===== config.mk =====
export PLATFORM = sky130hd
export DESIGN_NAME = reclose_seq
export DESIGN_NICKNAME = d
export VERILOG_FILES = /design/src/reclose_pkg.sv /design/src/reclose_seq.sv
export SDC_FILE = /design/constraint.sdc
export NUM_CORES = 2
export LEC_CHECK = 0
export ABC_AREA = 1
export BUFFER_PORTS_ARGS = -buffer_cell sky130_fd_sc_hd__clkbuf_2
export CAP_MARGIN = 20
export CORE_ASPECT_RATIO = 2
export CORE_UTILIZATION = 65
export DETAILED_ROUTE_END_ITERATION = 8
export PLACE_DENSITY = 0.81
export SLEW_MARGIN = 20
export SYNTH_ARGS = -nofsm -noshare
export SYNTH_HDL_FRONTEND = slang
export SYNTH_SLANG_ARGS = --single-unit

===== constraint.sdc =====
create_clock -name clk_i -period 9.43 [get_ports clk_i]
set_input_delay 0.4715 -clock clk_i [delete_from_list [all_inputs] [get_ports clk_i]]
set_output_delay 0.4715 -clock clk_i [all_outputs]
set_load 0.1 [all_outputs]

===== src/reclose_pkg.sv =====
// Purpose: shared constants and types of the reclosing sequencer
// Assumes: 40 MHz system clock, timer settings held in milliseconds
// Notes:   timer settings are indexed by the T_* constants below
package reclose_pkg;
    localparam int unsigned CLK_HZ   = 40000000;
    localparam int unsigned TICK_MS  = 1;
    localparam int unsigned TICK_CYC = CLK_HZ / 1000 * TICK_MS;
    localparam int unsigned TW       = 17;
    localparam int unsigned NTMR     = 19;

    localparam logic [7:0] ADR_CTRL   = 8'h00;
    localparam logic [7:0] ADR_STATUS = 8'h04;
    localparam logic [7:0] ADR_TMR0   = 8'h40;
    localparam logic [7:0] ADR_TMRN   = 8'h88;
    localparam logic [31:0] CTRL_RST  = 32'h00000003;

    localparam int unsigned T_SPDT  = 0;
    localparam int unsigned T_MPDT  = 4;
    localparam int unsigned T_SPEC  = 8;
    localparam int unsigned T_RECL  = 9;
    localparam int unsigned T_CLOSE = 10;
    localparam int unsigned T_DYN   = 11;
    localparam int unsigned T_MAN   = 12;
    localparam int unsigned T_ACT   = 13;
    localparam int unsigned T_STL   = 14;
    localparam int unsigned T_DTD   = 15;
    localparam int unsigned T_CBR   = 16;
    localparam int unsigned T_SYN1  = 17;
    localparam int unsigned T_SYN2  = 18;

    localparam logic [TW-1:0] TMR_DEF [0:NTMR-1] = '{
        17'h001F4, 17'h00258, 17'h002BC, 17'h00320,
        17'h003E8, 17'h007D0, 17'h00BB8, 17'h00FA0, 17'h00546,
        17'h007D0, 17'h00064, 17'h005DC, 17'h003E8, 17'h003E8,
        17'h003E8, 17'h00BB8, 17'h003E8, 17'h02710, 17'h02710};
    localparam logic [TW-1:0] TMR_MIN [0:NTMR-1] = '{
        17'h00000, 17'h0000A, 17'h0000A, 17'h0000A,
        17'h00000, 17'h0000A, 17'h0000A, 17'h0000A, 17'h00000,
        17'h00064, 17'h0000A, 17'h0000A, 17'h00000, 17'h00000,
        17'h00000, 17'h00000, 17'h0000A, 17'h001F4, 17'h001F4};
    localparam logic [TW-1:0] TMR_MAX [0:NTMR-1] = '{
        17'h186A0, 17'h186A0, 17'h186A0, 17'h186A0,
        17'h186A0, 17'h186A0, 17'h186A0, 17'h186A0, 17'h186A0,
        17'h186A0, 17'h02710, 17'h186A0, 17'h186A0, 17'h04E20,
        17'h02710, 17'h186A0, 17'h186A0, 17'h186A0, 17'h186A0};
    localparam logic [TW-1:0] STEP_MS = 17'h0000A;

    typedef struct packed {
        logic       syncswitch_en;
        logic [4:0] accel_en;
        logic       three_phase_reclose_dis;
        logic       breaker_state_watch_en;
        logic       evolving_fault_sel;
        logic       deadtime_trigger_sel;
        logic [2:0] cycle_count_sel;
        logic       function_enable_sel;
    } ctrl_type;

    typedef struct packed {
        logic block;
        logic start;
        logic trip;
        logic three_phase;
        logic special_first;
        logic breaker_open;
        logic sync_release;
        logic manual_close;
        logic breaker_ready;
        logic deadtime_delay;
        logic sync_switch_done;
    } in_type;

    typedef enum logic [10:0] {
        ST_IDLE   = 11'h001,
        ST_ACTION = 11'h002,
        ST_TRIP   = 11'h004,
        ST_DELAY  = 11'h008,
        ST_DEAD   = 11'h010,
        ST_CBWAIT = 11'h020,
        ST_SYNC   = 11'h040,
        ST_SWITCH = 11'h080,
        ST_CLOSE  = 11'h100,
        ST_RECL   = 11'h200,
        ST_DYN    = 11'h400
    } state_type;
endpackage : reclose_pkg


===== src/reclose_seq.sv =====
// Purpose: automatic reclosing sequencer with wishbone settings
// Assumes: all non-wishbone input pins except clk_i and rst_i are asynchronous and pass a three stage synchroniser
// Notes:   one shared sequence timer plus a manual-close block timer
// Behaviour
// - operation on/off, default on; off keeps the function not ready
// - cycle count setting: disabled or one to four cycles, default one
// - dead time starts on trip reset or breaker open, default trip reset
// - evolving fault blocks or continues three-phase, default block
// - timers expire within one percent or thirty milliseconds of setting
// - four single-phase dead times with limits, steps and defaults
// - four multi-phase dead times with limits, steps and defaults
// - special first multi-phase dead time used when its input is set
// - reclaim time 100 to 100000 ms, default 2000 ms
// - close pulse 10 to 10000 ms, default 100 ms
// - dynamic blocking time 10 to 100000 ms, default 1500 ms
// - block after manual close 0 to 100000 ms, default 1000 ms
// - action window after start for the trip, default 1000 ms
// - starting signal length limited, default 1000 ms
// - external dead-time delay bounded, default 3000 ms
// - breaker ready wait bounded, default 1000 ms
// - synchro-check release wait bounded, default 10000 ms
// - synchronous switching wait bounded, default 10000 ms
// - option: open breaker makes the function not ready
// - option: no reclosing after three-phase trips, except an evolving fault continued as three-phase in the dead time
// - four cycle acceleration options and one final trip option
// - dynamic blocked state runs its timer and issues no close
// - one close pulse for all phases, width from its setting
//
// Design decisions made here: the Wishbone interface to the registers and the address map.
`timescale 1ns/1ps
module reclose_seq #(
    parameter int unsigned TICK_CYCLES = reclose_pkg::TICK_CYC
) (
    input  wire logic        clk_i,
    input  wire logic        rst_i,
    input  wire logic        wb_cyc_i,
    input  wire logic        wb_stb_i,
    input  wire logic        wb_we_i,
    input  wire logic [7:0]  wb_adr_i,
    input  wire logic [3:0]  wb_sel_i,
    input  wire logic [31:0] wb_dat_i,
    output logic      [31:0] wb_dat_o,
    output logic             wb_ack_o,
    input  wire logic        block_i,
    input  wire logic        start_i,
    input  wire logic        trip_i,
    input  wire logic        three_phase_trip_i,
    input  wire logic        special_first_dt_in_i,
    input  wire logic        breaker_open_i,
    input  wire logic        sync_release_i,
    input  wire logic        manual_close_i,
    input  wire logic        breaker_ready_i,
    input  wire logic        deadtime_delay_i,
    input  wire logic        sync_switch_done_i,
    output logic             close_pulse_out_o,
    output logic             blocked_o,
    output logic             final_trip_o,
    output logic             accel_o,
    output logic             running_o
);
    localparam int unsigned NIN = $bits(reclose_pkg::in_type);
    localparam int unsigned TW  = reclose_pkg::TW;

    // input synchroniser: change accepted once stages two and three agree
    logic [NIN-1:0] raw;
    logic [NIN-1:0] s1_ff, s2_ff, s3_ff, in_ff;
    reclose_pkg::in_type in;
    assign raw = {block_i, start_i, trip_i, three_phase_trip_i,
                  special_first_dt_in_i, breaker_open_i, sync_release_i,
                  manual_close_i, breaker_ready_i, deadtime_delay_i,
                  sync_switch_done_i};
    assign in = reclose_pkg::in_type'(in_ff);
    genvar g;
    generate
        for (g = 0; g < NIN; g++) begin : g_sync
            always_ff @(posedge clk_i) begin
                if (rst_i) begin
                    s1_ff[g] <= 1'b0;
                    s2_ff[g] <= 1'b0;
                    s3_ff[g] <= 1'b0;
                    in_ff[g] <= 1'b0;
                end else begin
                    s1_ff[g] <= raw[g];
                    s2_ff[g] <= s1_ff[g];
                    s3_ff[g] <= s2_ff[g];
                    if (s2_ff[g] == s3_ff[g]) begin
                        in_ff[g] <= s3_ff[g];
                    end
                end
            end
        end
    endgenerate

    // millisecond tick
    logic [15:0] div_ff, nxt_div;
    logic        tick_ff, nxt_tick;
    always_comb begin
        nxt_div  = div_ff + 16'h0001;
        nxt_tick = 1'b0;
        if (div_ff == 16'(TICK_CYCLES - 1)) begin
            nxt_div  = 16'h0000;
            nxt_tick = 1'b1;
        end
    end
    always_ff @(posedge clk_i) begin
        if (rst_i) begin
            div_ff  <= 16'h0000;
            tick_ff <= 1'b0;
        end else begin
            div_ff  <= nxt_div;
            tick_ff <= nxt_tick;
        end
    end

    // wishbone register file
    reclose_pkg::ctrl_type ctrl_ff, nxt_ctrl;
    logic [TW-1:0] tmr_ff [0:reclose_pkg::NTMR-1];
    logic [TW-1:0] nxt_tmr [0:reclose_pkg::NTMR-1];
    logic          ack_ff, nxt_ack;
    logic [31:0]   rd_ff, nxt_rd;
    logic          req, wr;
    logic [7:0]    tidx;
    logic [31:0]   wmask, wval;
    typedef reclose_pkg::state_type state_type;
    localparam state_type ST_IDLE = reclose_pkg::ST_IDLE;
    localparam state_type ST_ACTION = reclose_pkg::ST_ACTION;
    localparam state_type ST_TRIP = reclose_pkg::ST_TRIP;
    localparam state_type ST_DELAY = reclose_pkg::ST_DELAY;
    localparam state_type ST_DEAD = reclose_pkg::ST_DEAD;
    localparam state_type ST_CBWAIT = reclose_pkg::ST_CBWAIT;
    localparam state_type ST_SYNC = reclose_pkg::ST_SYNC;
    localparam state_type ST_SWITCH = reclose_pkg::ST_SWITCH;
    localparam state_type ST_CLOSE = reclose_pkg::ST_CLOSE;
    localparam state_type ST_RECL = reclose_pkg::ST_RECL;
    localparam state_type ST_DYN = reclose_pkg::ST_DYN;
    assign req   = wb_cyc_i & wb_stb_i & ~ack_ff;
    assign wr    = req & wb_we_i;
    assign tidx  = (wb_adr_i - reclose_pkg::ADR_TMR0) >> 2;
    assign wmask = {{8{wb_sel_i[3]}}, {8{wb_sel_i[2]}},
                    {8{wb_sel_i[1]}}, {8{wb_sel_i[0]}}};

    generate
        for (g = 0; g < reclose_pkg::NTMR; g++) begin : g_tmr
            logic [31:0] merged;
            logic [TW-1:0] snap;
            assign merged = (32'(tmr_ff[g]) & ~wmask) | (wb_dat_i & wmask);
            // settings snap to the 10 ms grid and are clamped to range
            assign snap = TW'(merged[TW-1:0] / reclose_pkg::STEP_MS
                              * reclose_pkg::STEP_MS);
            always_comb begin
                nxt_tmr[g] = tmr_ff[g];
                if (wr && wb_adr_i == reclose_pkg::ADR_TMR0 + 8'(4 * g)) begin
                    if (merged > 32'(reclose_pkg::TMR_MAX[g])) begin
                        nxt_tmr[g] = reclose_pkg::TMR_MAX[g];
                    end else if (snap < reclose_pkg::TMR_MIN[g]) begin
                        nxt_tmr[g] = reclose_pkg::TMR_MIN[g];
                    end else begin
                        nxt_tmr[g] = snap;
                    end
                end
            end
            always_ff @(posedge clk_i) begin
                if (rst_i) begin
                    tmr_ff[g] <= reclose_pkg::TMR_DEF[g];
                end else begin
                    tmr_ff[g] <= nxt_tmr[g];
                end
            end
        end
    endgenerate

    state_type st_ff, nxt_st;
    logic [1:0] cyc_ff, nxt_cyc;
    logic       multi_ff, nxt_multi;
    logic       final_ff, nxt_final;

    always_comb begin
        nxt_ctrl = ctrl_ff;
        nxt_ack  = req;
        nxt_rd   = 32'h00000000;
        wval     = (32'(ctrl_ff) & ~wmask) | (wb_dat_i & wmask);
        if (wr && wb_adr_i == reclose_pkg::ADR_CTRL) begin
            nxt_ctrl = reclose_pkg::ctrl_type'(wval[$bits(nxt_ctrl)-1:0]);
            if (wval[3:1] > 3'h4) begin
                nxt_ctrl.cycle_count_sel = 3'h4;
            end
        end
        if (req && !wb_we_i) begin
            if (wb_adr_i == reclose_pkg::ADR_CTRL) begin
                nxt_rd = 32'(ctrl_ff);
            end else if (wb_adr_i == reclose_pkg::ADR_STATUS) begin
                nxt_rd = {16'h0000, final_ff, multi_ff, cyc_ff, 1'b0, st_ff};
            end else if (wb_adr_i >= reclose_pkg::ADR_TMR0 &&
                         wb_adr_i <= reclose_pkg::ADR_TMRN &&
                         wb_adr_i[1:0] == 2'h0) begin
                nxt_rd = 32'(tmr_ff[tidx[4:0]]);
            end
        end
    end
    always_ff @(posedge clk_i) begin
        if (rst_i) begin
            ctrl_ff <= reclose_pkg::ctrl_type'(reclose_pkg::CTRL_RST);
            ack_ff  <= 1'b0;
            rd_ff   <= 32'h00000000;
        end else begin
            ctrl_ff <= nxt_ctrl;
            ack_ff  <= nxt_ack;
            rd_ff   <= nxt_rd;
        end
    end
    assign wb_ack_o = ack_ff;
    assign wb_dat_o = rd_ff;

    // manual close block timer
    logic [TW-1:0] mcnt_ff, nxt_mcnt;
    logic          mrun_ff, nxt_mrun;
    always_comb begin
        nxt_mcnt = mcnt_ff;
        nxt_mrun = mrun_ff;
        if (in.manual_close) begin
            nxt_mcnt = '0;
            nxt_mrun = 1'b1;
        end else if (mrun_ff) begin
            if (mcnt_ff >= tmr_ff[reclose_pkg::T_MAN]) begin
                nxt_mrun = 1'b0;
            end else if (tick_ff) begin
                nxt_mcnt = mcnt_ff + 17'h00001;
            end
        end
    end
    always_ff @(posedge clk_i) begin
        if (rst_i) begin
            mcnt_ff <= '0;
            mrun_ff <= 1'b0;
        end else begin
            mcnt_ff <= nxt_mcnt;
            mrun_ff <= nxt_mrun;
        end
    end

    // sequencer
    logic [TW-1:0] cnt_ff, nxt_cnt;
    logic          restart;
    logic          not_ready, last, busy, dead_go;
    logic [TW-1:0] dead_lim;
    logic          close_ff, blk_ff, fin_o_ff, acc_ff, run_ff;
    logic          nxt_acc;

    assign not_ready = !ctrl_ff.function_enable_sel
                     || ctrl_ff.cycle_count_sel == 3'h0
                     || !in.breaker_ready || mrun_ff || in.block
                     || (ctrl_ff.breaker_state_watch_en && in.breaker_open)
                     || (ctrl_ff.deadtime_trigger_sel && in.breaker_open);
    assign last  = 3'(cyc_ff) + 3'h1 >= ctrl_ff.cycle_count_sel;
    assign busy  = st_ff != ST_IDLE && st_ff != ST_DYN;
    // trip reset or breaker open starts the dead time
    assign dead_go = ctrl_ff.deadtime_trigger_sel ? in.breaker_open : !in.trip;
    always_comb begin
        if (!multi_ff) begin
            dead_lim = tmr_ff[reclose_pkg::T_SPDT + 32'(cyc_ff)];
        end else if (cyc_ff == 2'h0 && in.special_first) begin
            dead_lim = tmr_ff[reclose_pkg::T_SPEC];
        end else begin
            dead_lim = tmr_ff[reclose_pkg::T_MPDT + 32'(cyc_ff)];
        end
    end

    always_comb begin
        nxt_st    = st_ff;
        nxt_cyc   = cyc_ff;
        nxt_multi = multi_ff;
        nxt_final = final_ff;
        restart   = 1'b0;
        case (st_ff)
            ST_IDLE: begin
                nxt_final = 1'b0;
                nxt_cyc   = 2'h0;
                if (in.start || in.trip) begin
                    if (mrun_ff || in.block) begin
                        nxt_st = ST_DYN;
                    end else if (!not_ready) begin
                        nxt_st = in.trip ? ST_TRIP : ST_ACTION;
                    end
                end
            end
            ST_ACTION: begin
                if (in.trip) begin
                    nxt_st = ST_TRIP;
                end else if (cnt_ff >= tmr_ff[reclose_pkg::T_ACT]) begin
                    nxt_st = ST_DYN;
                end
            end
            ST_TRIP: begin
                nxt_multi = in.three_phase;
                if (in.three_phase && ctrl_ff.three_phase_reclose_dis) begin
                    nxt_st = ST_DYN;
                end else if (in.trip && cnt_ff >= tmr_ff[reclose_pkg::T_STL]) begin
                    nxt_st = ST_DYN;
                end else if (dead_go) begin
                    nxt_st = in.deadtime_delay ? ST_DELAY : ST_DEAD;
                end
            end
            ST_DELAY: begin
                if (!in.deadtime_delay) begin
                    nxt_st = ST_DEAD;
                end else if (cnt_ff >= tmr_ff[reclose_pkg::T_DTD]) begin
                    nxt_st = ST_DYN;
                end
            end
            ST_DEAD: begin
                if (in.trip && (multi_ff || !ctrl_ff.evolving_fault_sel)) begin
                    nxt_st    = ST_DYN;
                    nxt_final = 1'b1;
                end else if (in.trip && in.three_phase) begin
                    nxt_multi = 1'b1;
                    restart   = 1'b1;
                end else if (!in.trip && cnt_ff >= dead_lim) begin
                    nxt_st = ST_CBWAIT;
                end
            end
            ST_CBWAIT: begin
                if (in.breaker_ready) begin
                    nxt_st = ST_SYNC;
                end else if (cnt_ff >= tmr_ff[reclose_pkg::T_CBR]) begin
                    nxt_st = ST_DYN;
                end
            end
            ST_SYNC: begin
                if (in.sync_release) begin
                    nxt_st = ctrl_ff.syncswitch_en ? ST_SWITCH : ST_CLOSE;
                end else if (cnt_ff >= tmr_ff[reclose_pkg::T_SYN1]) begin
                    nxt_st = ST_DYN;
                end
            end
            ST_SWITCH: begin
                if (in.sync_switch_done) begin
                    nxt_st = ST_CLOSE;
                end else if (cnt_ff >= tmr_ff[reclose_pkg::T_SYN2]) begin
                    nxt_st = ST_DYN;
                end
            end
            ST_CLOSE: begin
                if (cnt_ff >= tmr_ff[reclose_pkg::T_CLOSE]) begin
                    nxt_st = ST_RECL;
                end
            end
            ST_RECL: begin
                // reclaim counts from the close edge, so a long pulse shortens the time left in it
                if (in.trip) begin
                    if (last) begin
                        nxt_st    = ST_DYN;
                        nxt_final = 1'b1;
                    end else begin
                        nxt_st  = ST_TRIP;
                        nxt_cyc = cyc_ff + 2'h1;
                    end
                end else if (cnt_ff >= tmr_ff[reclose_pkg::T_RECL]) begin
                    nxt_st = ST_IDLE;
                end
            end
            ST_DYN: begin
                if (cnt_ff >= tmr_ff[reclose_pkg::T_DYN]) begin
                    nxt_st = ST_IDLE;
                    nxt_final = 1'b0;
                end
            end
            default: begin
                nxt_st = ST_IDLE;
            end
        endcase
        if (busy && (in.manual_close || (ctrl_ff.breaker_state_watch_en
                && in.breaker_open && !in.trip && st_ff == ST_ACTION))) begin
            nxt_st = ST_DYN;
        end
        if (nxt_st != st_ff && nxt_st != ST_RECL) begin
            restart = 1'b1;
        end
        nxt_cnt = cnt_ff;
        if (restart) begin
            nxt_cnt = '0;
        end else if (tick_ff && cnt_ff != '1) begin
            nxt_cnt = cnt_ff + 17'h00001;
        end
    end

    always_comb begin
        nxt_acc = 1'b0;
        if (st_ff == ST_ACTION || st_ff == ST_TRIP) begin
            nxt_acc = cyc_ff == 2'h0 && ctrl_ff.accel_en[0];
        end else if (st_ff == ST_RECL) begin
            nxt_acc = last ? ctrl_ff.accel_en[4]
                           : ctrl_ff.accel_en[3'(cyc_ff) + 3'h1];
        end
    end

    always_ff @(posedge clk_i) begin
        if (rst_i) begin
            st_ff    <= ST_IDLE;
            cyc_ff   <= 2'h0;
            multi_ff <= 1'b0;
            final_ff <= 1'b0;
            cnt_ff   <= '0;
            close_ff <= 1'b0;
            blk_ff   <= 1'b0;
            fin_o_ff <= 1'b0;
            acc_ff   <= 1'b0;
            run_ff   <= 1'b0;
        end else begin
            st_ff    <= nxt_st;
            cyc_ff   <= nxt_cyc;
            multi_ff <= nxt_multi;
            final_ff <= nxt_final;
            cnt_ff   <= nxt_cnt;
            close_ff <= nxt_st == ST_CLOSE;
            blk_ff   <= nxt_st == ST_DYN || (nxt_st == ST_IDLE && not_ready);
            fin_o_ff <= nxt_final;
            acc_ff   <= nxt_acc;
            run_ff   <= nxt_st != ST_IDLE && nxt_st != ST_DYN;
        end
    end
    assign close_pulse_out_o = close_ff;
    assign blocked_o         = blk_ff;
    assign final_trip_o      = fin_o_ff;
    assign accel_o           = acc_ff;
    assign running_o         = run_ff;
endmodule : reclose_seq


==> metrics.txt, run 1 <==
status=did not finish; Fail Step=global routing; First Err=[ERROR GRT-0232] Routing congestion too high. Check the congestion heatmap in the GUI.; Starting Density=65.5%; XOR/XNOR Fraction of Synth Area=4.02%; clk buf depth=3; Post-Syn Area=between 60000 and 70000 µm²; htree depth=2; Syn Inst Count=10000; Die X=222 µm; asr flop ratio synth=0%; Post-synth EDFFs=0; IO buf count=82; flops & latches, synth=453; CTS buffer count=47; multiplexer area fraction after synthesis=less than 1%; Synth Area in Compound Gates=18.9%; largest net degree at the start of global routing=165; register area share after synthesis=14.4%; routability cong.=1.17; die height=442 µm; Yosys warnings=0; GR Overflow Total=3; Post-DP HPWL=205 mm; Placed Area=65600 µm²; main combinational cell family by area after synthesis=simple AND/OR/NAND/NOR gates; Worst EP post-GRT repair=tmr_ff[0][16]$_SDFFE_PP0P_/D; WEP type=sequential cell input; # IOs=98; root buf cell=clkbuf_16; fraction of the mapped netlist area in simple logic gates=36.8%; Avg Synthesized Cell Area=6.27 µm²; Cell variety after synth=93; Placed Cells incl. Taps=11400; FP Rows=161; GRT Overall Usage=about three fifths; synthesized-area fraction occupied by adder cells=13.6%; clk sinks=between 400 and 500; Synth Flop Type=dfxtp_1
per-layer routing:
| metal | global-route usage, % | GRT overflow |
|---|---|---|
| met3 | 32.0 | 0 |
| met2 | 90.7 | 2 |
| met4 | 68.6 | 1 |
| met1 | 55.6 | 0 |
| met5 | 5.21 | 0 |
per-stage QoR:
stage / util [%] / setup WS [ns]
2_1_floorplan: - / 1.00
3_3_place_gp: 68.2 / -0.311
3_5_place_dp: 68.2 / -0.590
4_1_cts: 70.1 / 0.00256
cells by family after synthesis:
group / Yosys count
buffers and inverters: 1860
multiplexers: 2
other: 1
AND/OR/NAND/NOR: 4825
XOR/XNOR: 264
adder cells (fa/ha/maj): 674
AO/OA/AOI/OAI: 1956
flip-flops: 453
synthesized netlist by cell type (all sizes together) (16+ instances only):
library cell	instances	area share, %
nand2	2812	20
a21o	30	0.36
fa	19	0.60
xnor2	52	0.72
o2111ai	27	0.38
o22ai	174	1.7
o21ai	657	6.0
buf	53	0.76
nand3b	44	0.52
nor4	47	0.47
o21bai	72	0.86
a31oi	27	0.27
o221ai	91	1.3
and2	24	0.25
ha	655	13
inv	1607	9.6
nor2	579	3.7
or2	20	0.20
nand3	1032	9.1
a211oi	32	0.38
nor3	94	0.75
o211ai	73	0.88
xor2	199	2.8
o31ai	16	0.19
clkinv	50	0.34
clkbuf	143	1.3
a21oi	686	5.6
nand4	155	1.6
dfxtp	453	14
a21boi	16	0.21
timing repair:
item,CTS
endpoints found under the setup margin,5
setup buffers,0
hold buffers,7
resized for setup,5
hold endpoints to repair,7
==> inputs of run 2 (changes only) <==
- CORE_ASPECT_RATIO: 2 -> unset
- CORE_UTILIZATION: 65 -> 40
- PLACE_DENSITY: 0.81 -> unset
- PLACE_DENSITY_LB_ADDON: unset -> 0.15
==> run 2 against run 1 <==
  * The flow now finishes without violations
  * Area after synthesis stayed put
  * Synthesized cell count unchanged
==> metrics.txt, run 2 <==
most frequent cells in the layout=nand2_1, inv_1, nand3_1; register area share after synthesis=14.4% (unchanged); Design Area, Final=73600 µm²; final slew viol count=0; relative slew slack=21.1%; Post-DP HPWL=207 mm (was 205 mm); asr flop ratio synth=0% (unchanged); Reg clk slew, reported paths=0.06 ns; Initial DRC Count=5737; R2R depth=80; vias per std cell=around 5.6; # IOs=98 (unchanged); FP Rows=145 (was 161); crit start category=register; Detailed Route WL=approximately 270 mm; Post-synth EDFFs=0 (unchanged); CP most frequent cell=nand2_4; DRC=0; GR Overflow Total=0; fmax=between 0.1 and 0.15 GHz; flops & latches, synth=453 (unchanged); min Tclk post-route=about 9 ns; layout cells sized above 1=21.3%; Cell variety after synth=93 (unchanged); largest net degree at the start of global routing=94; Post-Syn Area=62900 µm² (unchanged); critical hold path startpoint=wb_dat_i[4]; Largest Register=tmr_ff; WHS Path Cells=3; die height=399 µm (was 442 µm); Syn Inst Count=10000 (unchanged); flip-flop count of the largest register after layout=slightly above 300; maximum fanout along the worst path=5; crit path DAT=9.53 ns; reg2reg end=tmr_ff[18][2]; commonest non-fill, non-tap cell in the layout=nand2_1; Post-synth top cells=nand2_1, inv_1, nand3_1 (unchanged); Die X=399 µm (was 222 µm); routability cong.=1.04 (was 1.17); worst stage delay on the critical path=about 0.38 ns; Routed wire per std cell=21.0 µm; Avg Synthesized Cell Area=6.27 µm² (unchanged); worst min-delay path class=input port to register; GRT Overall Usage=31.7%; slowest stage cell, crit path=fa_2; Yosys warnings=0 (unchanged); Worst Setup End Kind=register; vias=70700; clk sinks=453 (unchanged); Synth top area share=14.4% (unchanged); area leader, netlist=dfxtp_1 (unchanged); vias in the first global route=63400; antenna violations before repair=24; Crit Path Category=register to register; Slew @ Worst Pin=1.17 ns; core area=156000 µm²; fin nets=around 11000; CTS buffer count=60 (was 47); multi-input logic area=48700 µm²; root buf cell=clkbuf_16 (unchanged); fin crit share=94.5%; Layout fillers=16300; count leader, synth=nand2_1 (unchanged); status=finished, final reports clean (was did not finish); clk buf depth=3 (unchanged); first-pass GRT wire length=384 mm; R2R setup slack=0.52 ns; Synth Flop Type=dfxtp_1 (unchanged); htree depth=2 (unchanged); reg-to-reg startpoint=tmr_ff[18][16]; IO buf count=82 (unchanged); Worst-Skew Late Latency=0.76 ns; CTS tree=done; Core Util, Final=47.1%; Hold Vio Cnt, Final=0; area growth from synthesis to layout=16.9%; Post-DRT Antenna Nets=0; Clock Skew=0.0838 ns; drt first pass iters=8; Max Cap Violations=0; Placed Area=67300 µm² (was 65600 µm²); endpoints failing setup=0; Fin Hold WS=0.0394 ns; Synth area leaders=dfxtp_1, nand2_1, ha_1, inv_1, nand3_1 (unchanged); CP required=roughly 10 ns; Storage cell area=9130 µm²; Starting Density=40.3% (was 65.5%); die area=between 150000 and 200000 µm²
## run 2: cell counts after synthesis
Identical to the previous run, type by type.
## run 2: how the worst max path moves through the flow
| stage | to | start | depth (start not counted) | slack, ns |
|---|---|---|---|---|
| after detailed placement | tmr_ff[15][16] | wb_sel_i[1] | 79 | -0.40 |
| after global placement | tmr_ff[16][1] | wb_sel_i[2] | 82 | -0.23 |
| after global routing | tmr_ff[15][16] | tmr_ff[15][16] | 79 | -0.16 |
| final | tmr_ff[18][2] | tmr_ff[18][16] | 80 | 0.52 |
| after CTS | tmr_ff[16][1] | tmr_ff[16][16] | 81 | 0.07 |
| after floorplan | tmr_ff[12][16] | wb_sel_i[1] | 77 | 1.00 |
## run 2: timing repair
item,in CTS,in global routing
gates cloned,0,0
endpoints found under the setup margin,6,101
setup buffers,0,184
pin swaps,0,391
hold buffers,11,0
gates resized for setup,1,745
hold endpoints to repair,11,0
## run 2: area by class of cell
type                            count  area share (%)
Clock buffer                       79            2.29
Sequential cell                   453            12.4
Antenna cell                       12          0.0408
Clock inverter                     31           0.576
Timing Repair Buffer              627            6.41
Multi-Input combinational cell   7736            66.2
Inverter                         1657            8.55
Tap cell                         2058            3.50
## run 2: critical path: cells and delay by family (launching register included)
family / cells / cell delay (ns)
buffers and inverters: 7 / 0.60
AOI/OAI and AO/OA: 12 / 1.67
and+or+nand+nor: 57 / 5.30
DFF: 1 / 0.35
adders and majority gates: 3 / 0.76
xor gates and xnor gates: 1 / 0.11
## run 2: cell families (layout without fill, tap and decap cells)
kind of cell / after synthesis / after routing / share of synthesized area [%]
muxes: 2 / 2 / 0.0318
xor gates and xnor gates: 264 / 264 / 4.02
and+or+nand+nor: 4825 / 4825 / 36.8
adders and majority gates: 674 / 674 / 13.6
AOI/OAI and AO/OA: 1956 / 1956 / 18.9
buffers and inverters: 1860 / 2394 / 12.3
DFF: 453 / 453 / 14.4
other: 1 / 27 / 0.00596
## run 2: through the flow
step / worst slack, ns / TNS, ns / instances
after floorplan: 1.00 / 0 / 10000
after global placement: -0.230 / -2.02 / 12300
after detailed placement: -0.397 / -10.56 / 12300
after CTS: 0.0687 / 0 / 12500
after global routing: -0.158 / -2.25 / 12600
final: 0.517 / 0 / 12700
## run 2: routing by layer
layer	share of wire, %	GRT usage [%]
met1	43	41.3
met2	44	50.5
met3	8.1	5.73
met4	5.5	14.4
met5	0.070	0
Power of run 2 is not shown: default switching activity piles up to over one toggle a cycle in this logic, so the estimate is an artifact.
